==> config.mk <==
export PLATFORM = sky130hd
export DESIGN_NAME = ctpd_pulse_delay_gen
export DESIGN_NICKNAME = d
export VERILOG_FILES = /design/src/design/ctpd_pulse_delay_gen.v
export VERILOG_INCLUDE_DIRS = /design/src /design/src/design
export SDC_FILE = /design/constraint.sdc
export NUM_CORES = 1
export LEC_CHECK = 0
export ABC_AREA = 1
export CAP_MARGIN = 0
export CORE_AREA = 2 2 39 41
export CTS_BUF_LIST = sky130_fd_sc_hd__clkbuf_8
export DETAILED_ROUTE_END_ITERATION = 7
export DIE_AREA = 0 0 41 43
export DONT_BUFFER_PORTS = 1
export GPL_TIMING_DRIVEN = 0
export PLACE_DENSITY_LB_ADDON = 0.08
export SETUP_SLACK_MARGIN = 0.15
export SLEW_MARGIN = 20
export SYNTH_ARGS = -nofsm -noshare
export SYNTH_HDL_FRONTEND = slang
export SYNTH_SLANG_ARGS = --single-unit
==> constraint.sdc <==
create_clock -name clk -period 0.95 [get_ports clk]
set_input_delay 0.19 -clock clk [delete_from_list [all_inputs] [get_ports clk]]
set_output_delay 0.19 -clock clk [all_outputs]
set_load 0.01 [all_outputs]
==> src/design/ctpd_consts.vh <==
// constants for the charge-time pulse delay generator
`ifndef CTPD_CONSTS_VH
`define CTPD_CONSTS_VH
// source select encodings
`define CTPD_SRC_COMPARATOR 1'b0
`define CTPD_SRC_TRIGGER 1'b1
// state codes
`define CTPD_ST_IDLE 2'h0
`define CTPD_ST_PULSE 2'h1
`define CTPD_ST_DONE 2'h2
// reset values
`define CTPD_PULSE_RST 1'b0
`define CTPD_SYNC_RST 3'h0
`endif

==> src/design/ctpd_pulse_delay_gen.v <==
// pulse delay generator control logic of the charge-time unit
// Operation
// - enable bit enters pulse mode, drives pulse_out
// - select bit picks comparator or trigger pin
// - comparator trip ends pulse when select clear
// - trigger pin high ends pulse when select set
`timescale 1ns/100ps
`include "ctpd_consts.vh"
module ctpd_pulse_delay_gen (
   input wire clk,
   input wire sys_rst,
   input wire delay_gen_enable,
   input wire delay_source_select,
   input wire edge_one_status,
   input wire comparator_out,
   input wire delay_trigger_in,
   output reg pulse_out,
   output reg pulse_done
);
   reg [1:0] state_q;
   reg [1:0] state_d;
   reg [2:0] cmp_sync_q;
   reg [2:0] trg_sync_q;
   reg cmp_lvl_q;
   reg trg_lvl_q;
   reg start_prev_q;
   reg pulse_d;
   reg done_d;
   wire trip;
   wire start;

   // three-stage synchronisers; level changes only when stages 2 and 3 agree
   always @(posedge clk) begin
      if (sys_rst) begin
         cmp_sync_q <= `CTPD_SYNC_RST;
         trg_sync_q <= `CTPD_SYNC_RST;
         cmp_lvl_q <= 1'b0;
         trg_lvl_q <= 1'b0;
      end else begin
         cmp_sync_q <= {cmp_sync_q[1:0], comparator_out};
         trg_sync_q <= {trg_sync_q[1:0], delay_trigger_in};
         if (cmp_sync_q[1] == cmp_sync_q[2]) begin
            cmp_lvl_q <= cmp_sync_q[2];
         end
         if (trg_sync_q[1] == trg_sync_q[2]) begin
            trg_lvl_q <= trg_sync_q[2];
         end
      end
   end

   // source mux: comparator when clear, trigger pin when set
   assign trip = (delay_source_select == `CTPD_SRC_TRIGGER) ? trg_lvl_q :
                 cmp_lvl_q;
   // start on rising edge of the edge-one status, so a held bit fires once
   assign start = edge_one_status & ~start_prev_q;

   always @(posedge clk) begin
      if (sys_rst) begin
         start_prev_q <= 1'b0;
      end else begin
         start_prev_q <= edge_one_status;
      end
   end

   // pulse state machine
   always @* begin
      state_d = state_q;
      pulse_d = `CTPD_PULSE_RST;
      done_d = 1'b0;
      case (state_q)
         `CTPD_ST_IDLE: begin
            // an already tripped source would give a zero width pulse
            if (delay_gen_enable && start && !trip) begin
               state_d = `CTPD_ST_PULSE;
               pulse_d = 1'b1;
            end
         end
         `CTPD_ST_PULSE: begin
            if (!delay_gen_enable) begin
               state_d = `CTPD_ST_IDLE;
            end else if (trip) begin
               state_d = `CTPD_ST_DONE;
               done_d = 1'b1;
            end else begin
               pulse_d = 1'b1;
            end
         end
         `CTPD_ST_DONE: begin
            // wait for software to drop the start bit before rearming
            if (!edge_one_status || !delay_gen_enable) begin
               state_d = `CTPD_ST_IDLE;
            end
         end
         default: begin
            state_d = `CTPD_ST_IDLE;
         end
      endcase
   end

   always @(posedge clk) begin
      if (sys_rst) begin
         state_q <= `CTPD_ST_IDLE;
         pulse_out <= `CTPD_PULSE_RST;
         pulse_done <= 1'b0;
      end else begin
         state_q <= state_d;
         pulse_out <= pulse_d;
         pulse_done <= done_d;
      end
   end
endmodule // ctpd_pulse_delay_gen

==> Word-level counts from Yosys, hierarchy flattened <==
Index checks and enable logic that the tools add are counted.
{ "op_classes": {"reduce_logical": 9, "bitwise_logic": 4, "n_mux": 11, "eq_ne": 7} }
{ "ops": {"columns": ["operator", "count"], "rows": [
  ["$mux 2", 4],
  ["$pmux 2 s3", 1],
  ["$mux 1", 5],
  ["$ne 2x2->1 const B", 2],
  ["$logic_not 1->1", 3],
  ["$ne 3x3->1 const B", 1],
  ["$not 1->1", 3],
  ["$reduce_and 3->1", 1],
  ["$reduce_or 3->1", 1],
  ["$eq 1x1->1", 2],
  ["$eq 2x1->1 const B", 1],
  ["$eq 2x2->1 const B", 1],
  ["$logic_and 1x1->1", 2],
  ["$logic_not 2->1", 1],
  ["$pmux 1 s2", 1],
  ["$and 1x1->1", 1],
  ["$logic_or 1x1->1", 1]
]} }
{ "totals": {"register_bits": 13, "inputBits": 7, "out_inout_bits": 2, "elab_cells": 39} }

==> Longest topological paths before layout <==
{ "logic_depth": {"depth_word": 6, "depth_mapped": 5, "depth_no_buf": 5} }

==> Worst setup path before layout <==
OpenSTA, ideal clock, no wires.
{ "synth_path": {"kind": "flip-flop to flip-flop", "start": "reg state_q[1]", "end": "reg state_q[1]", "stages_incl_launch_ff": 6, "synth_period_minus_slack_ns": 0.720, "arrival_ns": 0.596, "required_time_ns": 0.827, "path_slack_ns": 0.230, "n_path_buf": 0, "setup_time_ns": 0.123, "path_cell_list": "dfxtp_1 > inv_1 > nand3_1 > nor2_1 > nand3_1 > o21ai_0"} }
{ "synth_via": {"elab_chain_cells": 3, "elab_cells_between_ends": 8, "cone_classes": "eq/ne (5); mux (1); reduce/logical (2)"} }
{ "synth_lines": {"columns": ["item", "line_no", "rtl"], "rows": [
  ["start: declaration", "ctpd_pulse_delay_gen.v:20", "reg [1:0] state_q;"],
  ["start signal: assignment", "ctpd_pulse_delay_gen.v:102", "state_q <= `CTPD_ST_IDLE;"],
  ["start signal: assignment", "ctpd_pulse_delay_gen.v:106", "state_q <= state_d;"],
  ["$eq 2x1->1 (tied with other cells)", "ctpd_pulse_delay_gen.v:70", "case (state_q)"],
  ["$ne 3x3->1 (no line) / $ne 2x2->1 (equally long branches)", null, null],
  ["$reduce_and 3->1 (no line)", null, null]
]} }
Parallel ways exist; a longest one is shown, timed or not.
A chain may end at the register's enable or synchronous reset.

==> Worst setup path in the final report <==
{ "layout_path": {"start": "reg pulse_out", "end": "out pulse_out"} }
{ "layout_rtl": {"columns": ["item", "line_no", "rtl"], "rows": [
  ["start: declaration", "ctpd_pulse_delay_gen.v:17", "output reg pulse_out,"],
  ["start signal: assignment", "ctpd_pulse_delay_gen.v:103", "pulse_out <= `CTPD_PULSE_RST;"],
  ["start signal: assignment", "ctpd_pulse_delay_gen.v:107", "pulse_out <= pulse_d;"]
]} }
No word-level cell between the ends.

==> flow_summary.json <==
{
  "status": "finished clean",
  "hold_path.class": "primary input to register",
  "design.die.area_um2": 1760,
  "path_class": "register to output pin",
  "synth_top_area_share_pct": 57.8,
  "avgSynthCellArea_um2": 8.34,
  "portBuffers": 0,
  "drt_pass1_iterations": 2,
  "hold_violations": 0,
  "hold-path-cell-count": 1,
  "track_usage_pct": 9.92,
  "async_flop_share_pct": 0,
  "dpl_cell_area_um2": 470,
  "rows": 14,
  "powerDensity_nw_per_um2": 2020,
  "synth_seq_cells": 13,
  "dp_slack_ns": 0.153,
  "drt_iter0_drc": 2,
  "ant_nets": 0,
  "hold_start": "sys_rst",
  "drc": 0,
  "synthToLayoutAreaGrowth_pct": 21.1,
  "grt_pass1_vias": 278,
  "path_depth": 0,
  "syn_nets": 61,
  "grt_max_degree": 11,
  "worst_pin_slew_ns": 0.191,
  "slew_viol_final": 0,
  "ys_warn_count": 0,
  "synth_commonest_cells": "13 x dfxtp_1, 12 x inv_1, 10 x nor2_1",
  "root_buffer": "clkbuf_8",
  "hpwl_um": 476,
  "io_pins": 9,
  "seq_area_frac_synth_pct": 57.8,
  "clockBufferDepth": 2,
  "worst_ep_required_time_ns": 0.76,
  "synth_edf_count": 0,
  "grt_overflow": 0,
  "diodes": 0,
  "grt_first_pass_wirelength_mm": 1.14,
  "gp_congestion": 0.640,
  "cts_sinks": 13,
  "peakVddDrop_mv": 1.38,
  "drv_cap": 0,
  "design.core.area_um2": 1380,
  "synth.distinct_cells": 13,
  "endpoint_kind": "output pin",
  "reg2reg_from": "trg_lvl_q",
  "avgViaCountPerCell": 4.03,
  "rrSetupSlack_ns": 0.17,
  "cts_hold_buffers": 0,
  "htreeDepth": 1,
  "routedWlPerCell_um": 9.20,
  "start_util_pct": 32.5,
  "syn_inst": 54,
  "power_leakage_nw": 0.241,
  "totalWireLength_um": 690,
  "layout-drive-gt1-share_pct": 39.0,
  "clk_pin_slew_ns": 0.06,
  "antenna_found_initial": 0,
  "synth_area_leaders": "dfxtp_1 58%, inv_1 10%, nor2_1 8.3%, nand2_2 5.6%, a21oi_1 4.4%",
  "die_w_um": 41,
  "rsz0062_at_grt": "true",
  "synth_most_common_cell": "dfxtp_1",
  "die_y_um": 43,
  "layout_setup_ws_ns": 0.166,
  "final_area_um2": 546,
  "timing.rr.end": "state_q[0]",
  "final.setup_skew_ns": 0.000856,
  "cts_buffers": 3,
  "fin_crit_ns": 0.784,
  "yosysTopAreaCell": "dfxtp_1",
  "p_total_mw": 1.10,
  "worst-path-max-fanout": 1,
  "setup_viol": 0,
  "netlist_area_um2": 450,
  "worstSetupStartpointType": "register",
  "reg2regPathDepth": 5,
  "timing.final.crit_share_pct": 82.5,
  "cp.arrival_ns": 0.59,
  "max_clock_freq_mhz": 1280,
  "ys.flop_type": "dfxtp_1",
  "holdPathEnd": "trg_lvl_q",
  "fin_nets": 67,
  "vias": 302,
  "cts_tree": "done",
  "relSlewSlack_pct": 87.3,
  "fin_tns_setup_ns": 0,
  "insertion_delay_ns": 0.24
}
-- worst max path at each step --
| stage | startpoint | endpoint | slack, ns |
|---|---|---|---|
| final | pulse_out | pulse_out | 0.17 |
| after global routing | trg_lvl_q | pulse_out | 0.1 |
| after floorplan | state_q[1] | state_q[1] | 0.23 |
| after detailed placement | state_q[1] | state_q[1] | 0.15 |
| after CTS | state_q[1] | state_q[1] | 0.14 |
| after global placement | state_q[1] | state_q[1] | 0.15 |
-- layout make-up --
| cell class | count | area, um^2 |
|---|---|---|
| fill | 153 | 838 |
| clock buffer | 3 | 41.3 |
| inverter | 13 | 48.8 |
| tap | 16 | 20.0 |
| clock inverter | 1 | 5.00 |
| buffer | 1 | 5.00 |
| sequential | 13 | 265 |
| timing repair buffer | 1 | 7.51 |
| multi-input combinational | 27 | 153 |
-- flip-flops by register name, indices dropped and copies added, names as in the netlist --
signal and count:
cmp_sync_q 3, pulse_out 1, state_q 2, trg_lvl_q 1, pulse_done 1, start_prev_q 1
cmp_lvl_q 1, trg_sync_q 3
-- power by group --
group	internal, mW	total, mW	switching, mW
registers	0.563	0.571	0.00779
logic	0.0173	0.0457	0.0283
clock network	0.289	0.486	0.197
-- what timing repair did --
item | CTS | global route
setup buffers | 0 | 1
pin swaps | 2 | 2
gates resized for setup | 5 | 6
endpoints found under the setup margin | 2 | 6
cloned | 0 | 0
-- per-layer routing --
metal	part of all wire (%)	vias up	GRT usage [%]
met3	8.3	2	5.76
met4	1.6	0	6.00
met2	37	7	11.3
li1	-	170	-
met5	0	-	0
met1	53	123	13.9
-- cells by family (layout without fill, tap and decap cells) --
logic type	Yosys count	in the layout	synth area share, %
flops	13	13	57.8
buf+inv	14	19	11.9
compound gates	7	7	8.89
simple gates	20	20	21.4
-- metrics by stage --
step	hold WS [ns]	std cells	util, %
2_1_floorplan	0.268	54	-
3_3_place_gp	0.270	70	34.0
3_5_place_dp	0.272	70	34.0
4_1_cts	0.0191	74	37.9
5_1_grt	0.0128	75	39.4
6_report	0.0144	75	39.4
-- cell usage in the layout (no fill, tap or decap) --
cell,count
a21oi_1,3
buf_2,1
dfxtp_2,4
nand2_2,4
buf_4,1
clkinv_2,1
nor2_1,9
nor2_2,2
a21oi_2,1
inv_1,10
clkbuf_8,3
nand2_1,2
dfxtp_1,9
o21ai_1,1
nand3_2,3
a211oi_1,2
inv_2,3
Power figures use the tool's default switching activity.
